`config.mk`:
```
export PLATFORM = sky130hd
export DESIGN_NAME = msat_core
export DESIGN_NICKNAME = d
export VERILOG_FILES = /design/src/rtl/msat_pkg.sv /design/src/rtl/msat_core.sv
export VERILOG_INCLUDE_DIRS = /design/src /design/src/rtl
export SDC_FILE = /design/constraint.sdc
export NUM_CORES = 1
export LEC_CHECK = 0
export BUFFER_PORTS_ARGS = -buffer_cell sky130_fd_sc_hd__buf_2
export CORE_ASPECT_RATIO = 1.4
export CORE_MARGIN = 3
export CORE_UTILIZATION = 55
export CTS_BUF_LIST = sky130_fd_sc_hd__clkbuf_8
export DETAILED_ROUTE_END_ITERATION = 8
export PLACE_DENSITY = 0.8
export SYNTH_ARGS = -nofsm -noshare
export SYNTH_HDL_FRONTEND = slang
export SYNTH_SLANG_ARGS = --single-unit
```
`constraint.sdc`:
```
create_clock -name clk -period 4.76 [get_ports clk]
set_input_delay 1.19 -clock clk [delete_from_list [all_inputs] [get_ports clk]]
set_output_delay 1.19 -clock clk [all_outputs]
set_load 0.005 [all_outputs]
```
`src/rtl/msat_cfg.svh`:
```
// constants of the multiplier saturation block
`ifndef MSAT_CFG_SVH
`define MSAT_CFG_SVH
// ==========================================
// register byte addresses
`define MSAT_ADDR_CTL      8'h00
`define MSAT_ADDR_RESULT_WORD0     8'h04
`define MSAT_ADDR_RESULT_WORD1     8'h08
`define MSAT_ADDR_RESULT_WORD2     8'h0C
`define MSAT_ADDR_RESULT_WORD3     8'h10
`define MSAT_ADDR_SUM_EXTENSION   8'h14
`define MSAT_ADDR_RAW_LO   8'h18
`define MSAT_ADDR_RAW_HI   8'h1C
`define MSAT_ADDR_STAT     8'h20
// ==========================================
// control fields
`define MSAT_BIT_SAT       0
`define MSAT_BIT_FRAC      1
`define MSAT_BIT_CARRY     2
`define MSAT_BIT_LONG      3
// ==========================================
// clamp values
`define MSAT_POS32         32'h7FFF_FFFF
`define MSAT_NEG32         32'h8000_0000
`define MSAT_POS64         64'h7FFF_FFFF_FFFF_FFFF
`define MSAT_NEG64         64'h8000_0000_0000_0000
// ==========================================
// result latencies after the operand write, in cycles
`define MSAT_LAT_SHORT     4'h3
`define MSAT_LAT_MIXED     4'h7
`define MSAT_LAT_MIXED_HI  4'h4
`define MSAT_LAT_LONG      4'hB
`define MSAT_LAT_LONG_HI   4'h6
`define MSAT_RESP_OKAY     2'h0
`define MSAT_RESP_SLVERR   2'h2
`define MSAT_RST_CTL       4'h0
`endif

```
`src/rtl/msat_pkg.sv`:
```
// types of the multiplier saturation block
package msat_pkg;
  // operation size classes: first operand x second operand
  typedef enum logic [1:0] {
    MSAT_SZ_SS = 2'b00,
    MSAT_SZ_LS = 2'b01,
    MSAT_SZ_SL = 2'b11,
    MSAT_SZ_LL = 2'b10
  } msat_size_t;
  typedef enum logic [1:0] {
    MSAT_CL_NONE = 2'b00,
    MSAT_CL_POS  = 2'b01,
    MSAT_CL_NEG  = 2'b11
  } msat_clamp_t;
endpackage

```
`src/rtl/msat_core.sv`:
```
// saturation read path and accumulate clamp of the multiplier
`timescale 1ns/10ps
`default_nettype none
`include "msat_cfg.svh"

module msat_core (
  input  wire logic        clk,
  input  wire logic        rst_n,
  input  wire logic        ce,
  // axi4-lite slave
  input  wire logic [7:0]  s_axi_awaddr,
  input  wire logic        s_axi_awvalid,
  output logic             s_axi_awready,
  input  wire logic [31:0] s_axi_wdata,
  input  wire logic [3:0]  s_axi_wstrb,
  input  wire logic        s_axi_wvalid,
  output logic             s_axi_wready,
  output logic [1:0]       s_axi_bresp,
  output logic             s_axi_bvalid,
  input  wire logic        s_axi_bready,
  input  wire logic [7:0]  s_axi_araddr,
  input  wire logic        s_axi_arvalid,
  output logic             s_axi_arready,
  output logic [31:0]      s_axi_rdata,
  output logic [1:0]       s_axi_rresp,
  output logic             s_axi_rvalid,
  input  wire logic        s_axi_rready,
  // datapath side: product loading from the multiply core
  input  wire logic        op_start,
  input  wire logic        op_start_high,
  input  wire logic        op_accumulate,
  input  wire msat_pkg::msat_size_t op_size,
  input  wire logic [63:0] op_product,
  output logic             result_ready
);

  // ==========================================
  // clamp decision shared by read path and accumulate input
  function automatic msat_pkg::msat_clamp_t clamp_kind(
    input logic carry,
    input logic msb,
    input logic frac,
    input logic top1
  );
    msat_pkg::msat_clamp_t k;
    k = msat_pkg::MSAT_CL_NONE;
    if (msb && !carry) k = msat_pkg::MSAT_CL_POS;
    else if (carry && !msb) k = msat_pkg::MSAT_CL_NEG;
    else if (frac && !carry && top1) k = msat_pkg::MSAT_CL_POS;
    else if (frac && carry && !top1) k = msat_pkg::MSAT_CL_NEG;
    return k;
  endfunction

  function automatic logic [63:0] saturate(
    input logic [63:0] v,
    input logic carry,
    input logic wide,
    input logic frac
  );
    msat_pkg::msat_clamp_t k;
    logic [63:0] r;
    r = v;
    if (wide) begin
      k = clamp_kind(carry, v[63], frac, v[62]);
      if (k == msat_pkg::MSAT_CL_POS) r = `MSAT_POS64;
      else if (k == msat_pkg::MSAT_CL_NEG) r = `MSAT_NEG64;
    end else begin
      k = clamp_kind(carry, v[31], frac, v[30]);
      if (k == msat_pkg::MSAT_CL_POS) r = {v[63:32], `MSAT_POS32};
      else if (k == msat_pkg::MSAT_CL_NEG) r = {v[63:32], `MSAT_NEG32};
    end
    return r;
  endfunction

  // ==========================================
  // control and result storage
  logic [3:0]  ctl_r;
  logic [63:0] res_r;
  logic [15:0] sum_extension_r;
  logic [3:0]  lat_r;
  logic        ready_r;
  logic        sat_on;
  logic        frac_on;
  logic        wide_on;

  assign sat_on  = ctl_r[`MSAT_BIT_SAT];
  assign frac_on = ctl_r[`MSAT_BIT_FRAC];
  assign wide_on = ctl_r[`MSAT_BIT_LONG];

  logic        aw_held_r;
  logic        w_held_r;
  logic [7:0]  awaddr_r;
  logic [31:0] wdata_r;
  logic [3:0]  wstrb_r;
  logic        wr_fire;
  logic        new_wide;
  logic [63:0] acc_in;
  logic [63:0] sum;
  logic        sum_carry;

  assign wr_fire  = aw_held_r && w_held_r && !s_axi_bvalid;
  assign new_wide = (op_size != msat_pkg::MSAT_SZ_SS);
  // accumulate sees the clamped previous result, fraction ignored
  assign acc_in = sat_on ? saturate(res_r, ctl_r[`MSAT_BIT_CARRY], new_wide, 1'b0)
                         : res_r;
  assign {sum_carry, sum} = op_accumulate ? ({1'b0, acc_in} + {1'b0, op_product})
                                          : {1'b0, op_product};

  function automatic logic [31:0] merge(input logic [31:0] old, input logic [31:0] nw,
                                        input logic [3:0] be);
    logic [31:0] r;
    r = old;
    for (int i = 0; i < 4; i++) begin
      if (be[i]) r[i*8 +: 8] = nw[i*8 +: 8];
    end
    return r;
  endfunction
  // control word after a byte-masked write
  logic [31:0] ctl_wr;
  assign ctl_wr = merge({28'h000_0000, ctl_r}, wdata_r, wstrb_r);

  // result words, carry and sum extension; saturation reaches them only through the clamped accumulate input
  always_ff @(posedge clk or negedge rst_n) begin
    if (!rst_n) begin
      res_r    <= 64'h0000_0000_0000_0000;
      sum_extension_r <= 16'h0000;
      ctl_r    <= `MSAT_RST_CTL;
    end else if (ce) begin
      if (op_start) begin
        res_r                  <= sum;
        ctl_r[`MSAT_BIT_LONG]  <= new_wide;
        ctl_r[`MSAT_BIT_CARRY] <= sum_carry;
        sum_extension_r               <= sum_carry ? 16'hFFFF : 16'h0000;
      end else if (wr_fire) begin
        case (awaddr_r)
          `MSAT_ADDR_CTL: ctl_r <= ctl_wr[3:0];
          `MSAT_ADDR_RAW_LO: res_r[31:0] <= merge(res_r[31:0], wdata_r, wstrb_r);
          `MSAT_ADDR_RAW_HI: res_r[63:32] <= merge(res_r[63:32], wdata_r, wstrb_r);
          default: ;
        endcase
      end
    end
  end

  // ==========================================
  // result availability counter
  logic [3:0] lat_sel;
  always_comb begin
    case (op_size)
      msat_pkg::MSAT_SZ_SS: lat_sel = `MSAT_LAT_SHORT;
      msat_pkg::MSAT_SZ_LS: lat_sel = `MSAT_LAT_MIXED;
      msat_pkg::MSAT_SZ_SL: lat_sel = op_start_high ? `MSAT_LAT_MIXED_HI
                                                    : `MSAT_LAT_MIXED;
      msat_pkg::MSAT_SZ_LL: lat_sel = op_start_high ? `MSAT_LAT_LONG_HI
                                                    : `MSAT_LAT_LONG;
      default: lat_sel = `MSAT_LAT_LONG;
    endcase
  end

  // ready rises lat_sel cycles after the starting write; the read clamp does not wait for it
  always_ff @(posedge clk or negedge rst_n) begin
    if (!rst_n) begin
      lat_r   <= 4'h0;
      ready_r <= 1'b1;
    end else if (ce) begin
      if (op_start) begin
        lat_r   <= lat_sel - 4'h1;
        ready_r <= 1'b0;
      end else if (lat_r != 4'h0) begin
        lat_r <= lat_r - 4'h1;
      end else begin
        ready_r <= 1'b1;
      end
    end
  end
  assign result_ready = ready_r;

  // ==========================================
  // read path: fraction shift then clamp, store left raw
  logic [63:0] rd_view;
  logic [63:0] shifted;
  assign shifted = frac_on ? {res_r[62:0], 1'b0} : res_r;
  // second clamp path through the shared function, kept only to cross-check rd_sat
  assign rd_view = sat_on ? saturate(shifted, ctl_r[`MSAT_BIT_CARRY], wide_on, 1'b0)
                          : shifted;
  logic [63:0] rd_sat;
  always_comb begin
    msat_pkg::msat_clamp_t k;
    k = msat_pkg::MSAT_CL_NONE;
    rd_sat = shifted;
    if (sat_on) begin
      k = wide_on ? clamp_kind(ctl_r[`MSAT_BIT_CARRY], res_r[63], frac_on, res_r[62])
                  : clamp_kind(ctl_r[`MSAT_BIT_CARRY], res_r[31], frac_on, res_r[30]);
      if (wide_on) begin
        if (k == msat_pkg::MSAT_CL_POS) rd_sat = `MSAT_POS64;
        else if (k == msat_pkg::MSAT_CL_NEG) rd_sat = `MSAT_NEG64;
      end else begin
        if (k == msat_pkg::MSAT_CL_POS) rd_sat[31:0] = `MSAT_POS32;
        else if (k == msat_pkg::MSAT_CL_NEG) rd_sat[31:0] = `MSAT_NEG32;
      end
    end
  end

  // ==========================================
  // axi4-lite write channel
  always_ff @(posedge clk or negedge rst_n) begin
    if (!rst_n) begin
      aw_held_r    <= 1'b0;
      w_held_r     <= 1'b0;
      awaddr_r     <= 8'h00;
      wdata_r      <= 32'h0000_0000;
      wstrb_r      <= 4'h0;
      s_axi_bvalid <= 1'b0;
      s_axi_bresp  <= `MSAT_RESP_OKAY;
    end else if (ce) begin
      if (s_axi_awvalid && s_axi_awready) begin
        aw_held_r <= 1'b1;
        awaddr_r  <= s_axi_awaddr;
      end
      if (s_axi_wvalid && s_axi_wready) begin
        w_held_r <= 1'b1;
        wdata_r  <= s_axi_wdata;
        wstrb_r  <= s_axi_wstrb;
      end
      if (wr_fire && !op_start) begin
        aw_held_r    <= 1'b0;
        w_held_r     <= 1'b0;
        s_axi_bvalid <= 1'b1;
        s_axi_bresp  <= (awaddr_r == `MSAT_ADDR_CTL || awaddr_r == `MSAT_ADDR_RAW_LO ||
                         awaddr_r == `MSAT_ADDR_RAW_HI) ? `MSAT_RESP_OKAY
                                                       : `MSAT_RESP_SLVERR;
      end else if (s_axi_bvalid && s_axi_bready) begin
        s_axi_bvalid <= 1'b0;
      end
    end
  end
  // a datapath load in the same cycle delays the bus write by one cycle
  assign s_axi_awready = !aw_held_r && ce;
  assign s_axi_wready  = !w_held_r && ce;

  // ==========================================
  // axi4-lite read channel
  always_ff @(posedge clk or negedge rst_n) begin
    if (!rst_n) begin
      s_axi_rvalid <= 1'b0;
      s_axi_rdata  <= 32'h0000_0000;
      s_axi_rresp  <= `MSAT_RESP_OKAY;
    end else if (ce) begin
      if (s_axi_arvalid && s_axi_arready) begin
        s_axi_rvalid <= 1'b1;
        s_axi_rresp  <= `MSAT_RESP_OKAY;
        case (s_axi_araddr)
          `MSAT_ADDR_CTL:    s_axi_rdata <= {28'h000_0000, ctl_r};
          `MSAT_ADDR_RESULT_WORD0:   s_axi_rdata <= {16'h0000, rd_sat[15:0]};
          `MSAT_ADDR_RESULT_WORD1:   s_axi_rdata <= {16'h0000, rd_sat[31:16]};
          `MSAT_ADDR_RESULT_WORD2:   s_axi_rdata <= {16'h0000, rd_sat[47:32]};
          `MSAT_ADDR_RESULT_WORD3:   s_axi_rdata <= {16'h0000, rd_sat[63:48]};
          `MSAT_ADDR_SUM_EXTENSION: s_axi_rdata <= {16'h0000, sum_extension_r};
          `MSAT_ADDR_RAW_LO: s_axi_rdata <= res_r[31:0];
          `MSAT_ADDR_RAW_HI: s_axi_rdata <= res_r[63:32];
          `MSAT_ADDR_STAT:   s_axi_rdata <= {31'h0000_0000, ready_r};
          default: begin
            s_axi_rdata <= 32'h0000_0000;
            s_axi_rresp <= `MSAT_RESP_SLVERR;
          end
        endcase
      end else if (s_axi_rvalid && s_axi_rready) begin
        s_axi_rvalid <= 1'b0;
      end
    end
  end
  assign s_axi_arready = !s_axi_rvalid && ce;

  // ==========================================
  // checks
  // both clamp paths must agree whenever the fraction cannot matter
  a_view_match: assert property (@(posedge clk) disable iff (!rst_n)
    (sat_on && !frac_on) |-> rd_sat == rd_view)
    else $error("read clamp paths disagree");

  a_pos_clamp_word: assert property (@(posedge clk) disable iff (!rst_n)
    (sat_on && !wide_on && res_r[31] && !ctl_r[`MSAT_BIT_CARRY])
      |-> rd_sat[31:0] == `MSAT_POS32)
    else $error("short overflow not clamped positive");
  a_neg_clamp_word: assert property (@(posedge clk) disable iff (!rst_n)
    (sat_on && !wide_on && !res_r[31] && ctl_r[`MSAT_BIT_CARRY])
      |-> rd_sat[31:0] == `MSAT_NEG32)
    else $error("short underflow not clamped negative");
  a_sat_off_raw: assert property (@(posedge clk) disable iff (!rst_n)
    !sat_on |-> rd_sat == shifted)
    else $error("clamp active with saturation off");
  a_wide_pos: assert property (@(posedge clk) disable iff (!rst_n)
    (sat_on && wide_on && res_r[63] && !ctl_r[`MSAT_BIT_CARRY]) |-> rd_sat == `MSAT_POS64)
    else $error("wide overflow not clamped");
  a_wide_neg: assert property (@(posedge clk) disable iff (!rst_n)
    (sat_on && wide_on && !res_r[63] && ctl_r[`MSAT_BIT_CARRY]) |-> rd_sat == `MSAT_NEG64)
    else $error("wide underflow not clamped");
  a_store_raw: assert property (@(posedge clk) disable iff (!rst_n)
    (ce && !op_start && !wr_fire) |=> $stable(res_r))
    else $error("result store changed without a load");
  a_short_ready: assert property (@(posedge clk) disable iff (!rst_n)
    (ce && op_start && op_size == msat_pkg::MSAT_SZ_SS) ##1 (ce && !op_start) [*3]
      |=> result_ready)
    else $error("short result not ready after three cycles");
  a_long_busy: assert property (@(posedge clk) disable iff (!rst_n)
    (ce && op_start && op_size == msat_pkg::MSAT_SZ_LL && !op_start_high)
      ##1 (ce && !op_start) [*8] |-> !result_ready)
    else $error("long result ready too early");
  // latency checks count idle cycles; a second start inside the window voids them
  a_long_ready: assert property (@(posedge clk) disable iff (!rst_n)
    (ce && op_start && op_size == msat_pkg::MSAT_SZ_LL && op_start_high)
      ##1 (ce && !op_start) [*6] |=> result_ready)
    else $error("long result late after high word");
  a_mixed_busy: assert property (@(posedge clk) disable iff (!rst_n)
    (ce && op_start && op_size == msat_pkg::MSAT_SZ_LS)
      ##1 (ce && !op_start) [*6] |-> !result_ready)
    else $error("mixed result ready too early");
  a_mixed_ready: assert property (@(posedge clk) disable iff (!rst_n)
    (ce && op_start && op_size == msat_pkg::MSAT_SZ_SL && op_start_high)
      ##1 (ce && !op_start) [*4] |=> result_ready)
    else $error("mixed result late after high word");
  a_acc_clamp: assert property (@(posedge clk) disable iff (!rst_n)
    (sat_on && op_accumulate && !new_wide && res_r[31] && !ctl_r[`MSAT_BIT_CARRY])
      |-> acc_in[31:0] == `MSAT_POS32)
    else $error("accumulate input not clamped");
  a_acc_frac_free: assert property (@(posedge clk) disable iff (!rst_n)
    (sat_on && frac_on && !new_wide && !res_r[31] && !ctl_r[`MSAT_BIT_CARRY])
      |-> acc_in == res_r)
    else $error("accumulate input clamped by fraction");
  a_frac_shift: assert property (@(posedge clk) disable iff (!rst_n)
    (frac_on && !sat_on) |-> rd_sat == {res_r[62:0], 1'b0})
    else $error("fractional read not shifted");
  a_frac_pos: assert property (@(posedge clk) disable iff (!rst_n)
    (sat_on && frac_on && !wide_on && !ctl_r[`MSAT_BIT_CARRY] && !res_r[31] && res_r[30])
      |-> rd_sat[31:0] == `MSAT_POS32)
    else $error("fractional overflow not clamped");
  a_short_upper: assert property (@(posedge clk) disable iff (!rst_n)
    (sat_on && !wide_on) |-> rd_sat[63:32] == shifted[63:32])
    else $error("short clamp touched upper words");
  a_sum_extension_hold: assert property (@(posedge clk) disable iff (!rst_n)
    (ce && !op_start) |=> $stable(sum_extension_r))
    else $error("sum extension changed without a load");
  // ce low must hold the store, control, latency counter and ready flag, bvalid and rvalid included
  a_ce_freeze: assert property (@(posedge clk) disable iff (!rst_n)
    !ce |=> ($stable(res_r) && $stable(ctl_r) && $stable(lat_r) && $stable(ready_r)
             && $stable(s_axi_bvalid) && $stable(s_axi_rvalid)))
    else $error("state moved while clock enable low");
endmodule
`default_nettype wire

```
Yosys cells after proc, flatten, opt, wreduce, memory -nomap -nowiden. Cells that the tools add are included.

Register bits: 173. Latch bits: 0. Memory bits (writable): 0. Memory bits (read-only): 0. Input bits: 129. Logic and storage cells: 183. Memories: 0.

Add/sub/neg operators: 3. Multipliers: 0. Divide/modulo/power cells: 0. Order comparisons: 0. Eq/ne operators: 20. Shifts and indexed selects: 0. Multiplexer cells: 63. Bitwise logic cells: 1. Reductions and logical operators: 73.

Operator list (number): two-way mux 64 bit (10); one-hot mux 32 bit (9 select lines) (1); two-way mux 32 bit (8); adder 64 x 64 -> 65 bit (1); two-way mux 65 bit (1); equality test 8 x 5 -> 1 bit, second input constant (6); two-way mux 2 bit (21); AND reduction 4 bit (9); two-way mux 8 bit (4); nonzero test 2 bit (14); two-way mux 4 bit (6); AND reduction 2 bit (11); logical AND 1 bit (21); equality test 8 x 4 -> 1 bit, second input constant (2); zero test 8 bit (2); two-way mux 16 bit (1); one-hot mux 4 bit (4 select lines) (1); equality test 2 bit, second input constant (5); zero test 1 bit (10); two-way mux 1 bit (10); OR reduction 9 bit (1); equality test 2 x 1 -> 1 bit, second input constant (4); equality test 8 x 3 -> 1 bit, second input constant (1); equality test 8 x 6 -> 1 bit, second input constant (1); other kinds (7) (9).

Logic depth before layout (Yosys ltp).
Word-level depth: 14. Depth in mapped cells: 21. Mapped depth without buffers: 20.

Worst setup path after synthesis. No wires, ideal clock.

Path kind: input to register. From: input op_size[1]. To: register res_r[60]. Setup time: 137 ps. Arrival time: 4883 ps. Data required time: 4623 ps. Path slack: -260 ps. Stages: 18. Cells stage by stage: or4_1 > nand2_1 > buf_1 > o21a_1 > ha_1 > inv_1 > fa_1 > nand2b_1 > a21oi_2 > o21ai_2 > a2111oi_2 > o21ai_1 > o211ai_2 > a221oi_2 > o221a_4 > o21ai_2 > mux2i_1 > a21oi_1.

Cells in the longest elaborated chain, start to end: 6.

Ends and longest elaborated chain: start: declaration (line msat_core.sv:32) `input wire msat_pkg::msat_size_t op_size,`; nonzero test 2 bit (line msat_core.sv:102) `assign new_wide = (op_size != msat_pkg::MSAT_SZ_SS);`; two-way mux 64 bit (line msat_core.sv:63) `if (wide) begin`; two-way mux 64 bit (line msat_core.sv:104) `` assign acc_in = sat_on ? saturate(res_r, ctl_r[`MSAT_BIT_CARRY], new_wide, 1'b0) ``; adder 64 x 64 -> 65 bit (line msat_core.sv:106) `assign {sum_carry, sum} = op_accumulate ? ({1'b0, acc_in} + {1'b0, op_product})`; two-way mux 65 bit (line msat_core.sv:106); two-way mux 64 bit (line msat_core.sv:129) `if (op_start) begin`; end signal: assignment (line msat_core.sv:130) `res_r <= sum;`; end signal: assignment (line msat_core.sv:138) `` `MSAT_ADDR_RAW_HI: res_r[63:32] <= merge(res_r[63:32], wdata_r, wstrb_r); ``; end: declaration (line msat_core.sv:78) `logic [63:0] res_r;`.

No other way between the ends. A chain may end at the register's enable or synchronous reset.

Worst setup path in the final report.
From: input op_size[1]. To: register res_r[61].

The elaborated chain is that of the path after synthesis.

==> impl_metrics.toml <==
[synth]
syn_area_per_cell_um2 = 8.28
synth_flop_cell = "dfrtp_1"
netlist_area_um2 = 13300
yosys_warnings = 0
synthDistinctLibCells = 75
synth_seq_cells = 156
async_flop_share = 1.00
synthCells = 1612
yosysTopAreaCell = "dfrtp_1"
ys_top_cells_by_area = "dfrtp_1, ha_1, mux2i_1"
synth_commonest_cells = "nand2_1, dfrtp_1, nor2_1"
synth_top_area_frac = 0.291
synth_most_common_cell = "nand2_1"
synth_edf_count = 0
ys_seq_area_frac = 0.293

[sta]
worst_hold_slack_ns = 0.486
fin_ws_ns = 0.0552
fin_crit_sh = 0.988
fmax_mhz = 213
period_minus_slack_ns = 4.70
worstMarginPinSlew_ns = 1.38
finalSetupViolations = 0
slew_violations = 0
tns_ns = 0
hold_viol_final = 0
max_slew_margin = 0.0694
finClkSkew_ns = 0.0172

[worst_setup_path]
cp_slowest_cell = "or3_4"
start_kind = "input port"
cpMostUsedCell = "buf_4"
end_kind = "flip-flop"
cpPeakStageDelay_ns = 0.43
worstPathCellList = "buf_2 -> o21ai_1 -> buf_4 -> buf_4 -> or2_2 -> nand2_2 -> buf_4 -> o21a_1 -> ha_1 -> a21oi_1 -> nor2b_1 -> a311o_1 -> a21oi_4 -> nor3_2 -> or3_4 -> a31o_4 -> a21o_1 -> a221oi_2 -> xor2_1 -> a21oi_1"
crit_required_ns = 5.14
crit_path_max_fanout = 14
crit_type = "input port to flip-flop"
reg2regPathDepth = 18
cp_data_arrival_time_ns = 5.08

[power_and_ir_drop]
peakVddDrop_mv = 0.397
power_per_cell_area_nw_per_um2 = 627
p_leak_uw = 0.00744

[route]
drt_iter0_markers = 1593
wl_per_cell_um = 24.3
drcViolationCount = 0
firstDrtPassIters = 7
wirelength_um = 53900
num_vias = 14600
avgViaCountPerCell = 6.58
ant_nets = 0

[floorplan]
die-area_um2 = 26200
start_util = 0.567
core_um2 = 23500
die_h_um = 190
fp-row-count = 66
die_w_um = 138
ios = 171

[global_routing]
grt_pass1_vias = 14000
grt-ovfl-total = 0
grt_max_degree = 103
grt_pass1_wl_um = 80700
grt_usage = 0.407
antenna_found_initial = 0

[placed_design]
port_buffers = 168
gp_congestion = 1.09
place_area_um2 = 15700
dpl.cell_count = 2177
dp_hpwl_um = 41700
pre_cts_ws_ns = -0.732

[min_path]
min_delay_path_depth = 2
hp-class = "flip-flop to flip-flop"

[clock_tree]
ctsHtreeMaxLevel = 4
path_clk_slew_ns = 0.10
numCtsBuffers = 17
clk_latency_ns = 0.50
cts-hold-fix-buffers = 0
clockRootBuffer = "clkbuf_8"
cts_buffer_depth = 2
cts_sinks = 156
cts_tree = "yes"

[status]
status = "finished, final reports clean"

[cells_and_area]
fin_area_um2 = 16300
finalNetCount = 2096
area_growth_pct = 22.4
fill_cells = 1976
stdcell_count = 2215
final_layout_size_suffix_gt1_frac = 0.281

[job]
max_cap_viol_count = 0
repair_timing:
action                                  in CTS  in global routing
buffers inserted                             1                  4
cloned                                       0                  0
gates resized for setup                      5                 45
endpoints found under the setup margin      21                 24
pin swaps                                    1                 28
registers in the layout, indices dropped and copies added (netlist names):
signal / count
s_axi_bresp: 1
wstrb_r: 4
s_axi_bvalid: 1
ctl_r: 4
lat_r: 4
sum_extension_r: 1
res_r: 64
wdata_r: 32
s_axi_rresp: 1
result_ready: 1
s_axi_rdata: 32
awaddr_r: 8
aw_held_r: 1
s_axi_rvalid: 1
w_held_r: 1
final timing paths:
check                                           startpoint                         end  slack (ns)
worst max-delay path                            op_size[1]       res_r[61]$_DFFE_PN0P_        0.06
worst min-delay path            s_axi_rdata[4]$_DFFE_PN0P_  s_axi_rdata[4]$_DFFE_PN0P_        0.49
worst max register to register        ctl_r[2]$_DFFE_PN0P_       res_r[61]$_DFFE_PN0P_        0.11
worst min register to register  s_axi_rdata[4]$_DFFE_PN0P_  s_axi_rdata[4]$_DFFE_PN0P_        0.49
max in group asynchronous                            rst_n      wstrb_r[3]$_DFFE_PN0P_        3.04
min in group asynchronous                            rst_n       res_r[14]$_DFFE_PN0P_        0.76
critical path: cells and delay by family:
kind            cells  cell delay (ns)
compound gates      9             1.88
simple gates        5             0.98
buf+inv             4             0.62
fa+ha+maj           1             0.25
xor+xnor            1             0.17
per-stage QoR:
stage	total power, µW	utilization
2_1_floorplan	6180	-
3_3_place_gp	8630	0.665
3_5_place_dp	8750	0.665
4_1_cts	9840	0.683
5_1_grt	10800	0.694
6_report	10200	0.694
cells in the final DEF (no fill, tap or decap), drive strengths merged, types with 15 or more instances in the layout:
cell and instances:
o21ai 157, nor3 31, clkbuf 17, inv 36, dfrtp 155, buf 370, a221oi 16, xnor2 40
mux2i 79, nand4 22, a22oi 22, ha 71, a211oi 15, nand2 173, a21oi 130, a21o 58
mux2 72, nand3 19, o21a 60, xor2 17, nor2 149, o221ai 17, o21bai 21
area by class of cell:
type                    instances  area [µm²]  share of cell area
inverters                      29         109             0.00667
multi-input cells            1321        9140               0.560
well taps                     306         383              0.0234
flip-flops and latches        156        3910               0.239
clock inverters                15         156             0.00958
repair buffers                370        2390               0.147
diodes                          1        2.50            0.000153
clock buffers                  17         234              0.0143
kinds of logic after synthesis:
group,count (synthesis),synth area share
buf+inv,136,0.0396
xor+xnor,57,0.0374
compound gates,582,0.290
mux,151,0.120
simple gates,457,0.152
fa+ha+maj,72,0.0681
other cells,1,0.000281
flops,156,0.293
per-layer routing:
metal,share of wire,track usage,up-vias
met4,0.10,0.320,0
met5,0,0,-
li1,-,-,6501
met3,0.082,0.0723,257
met1,0.36,0.489,6977
met2,0.45,0.634,829
where the power goes:
group / total, µW / internal, µW / switching, µW / leakage, µW
sequential: 2730 / 1820 / 911 / 0.00192
clock: 1040 / 435 / 608 / 0.000201
combinational: 6460 / 3110 / 3360 / 0.00532
Power figures use the tool's default switching activity.
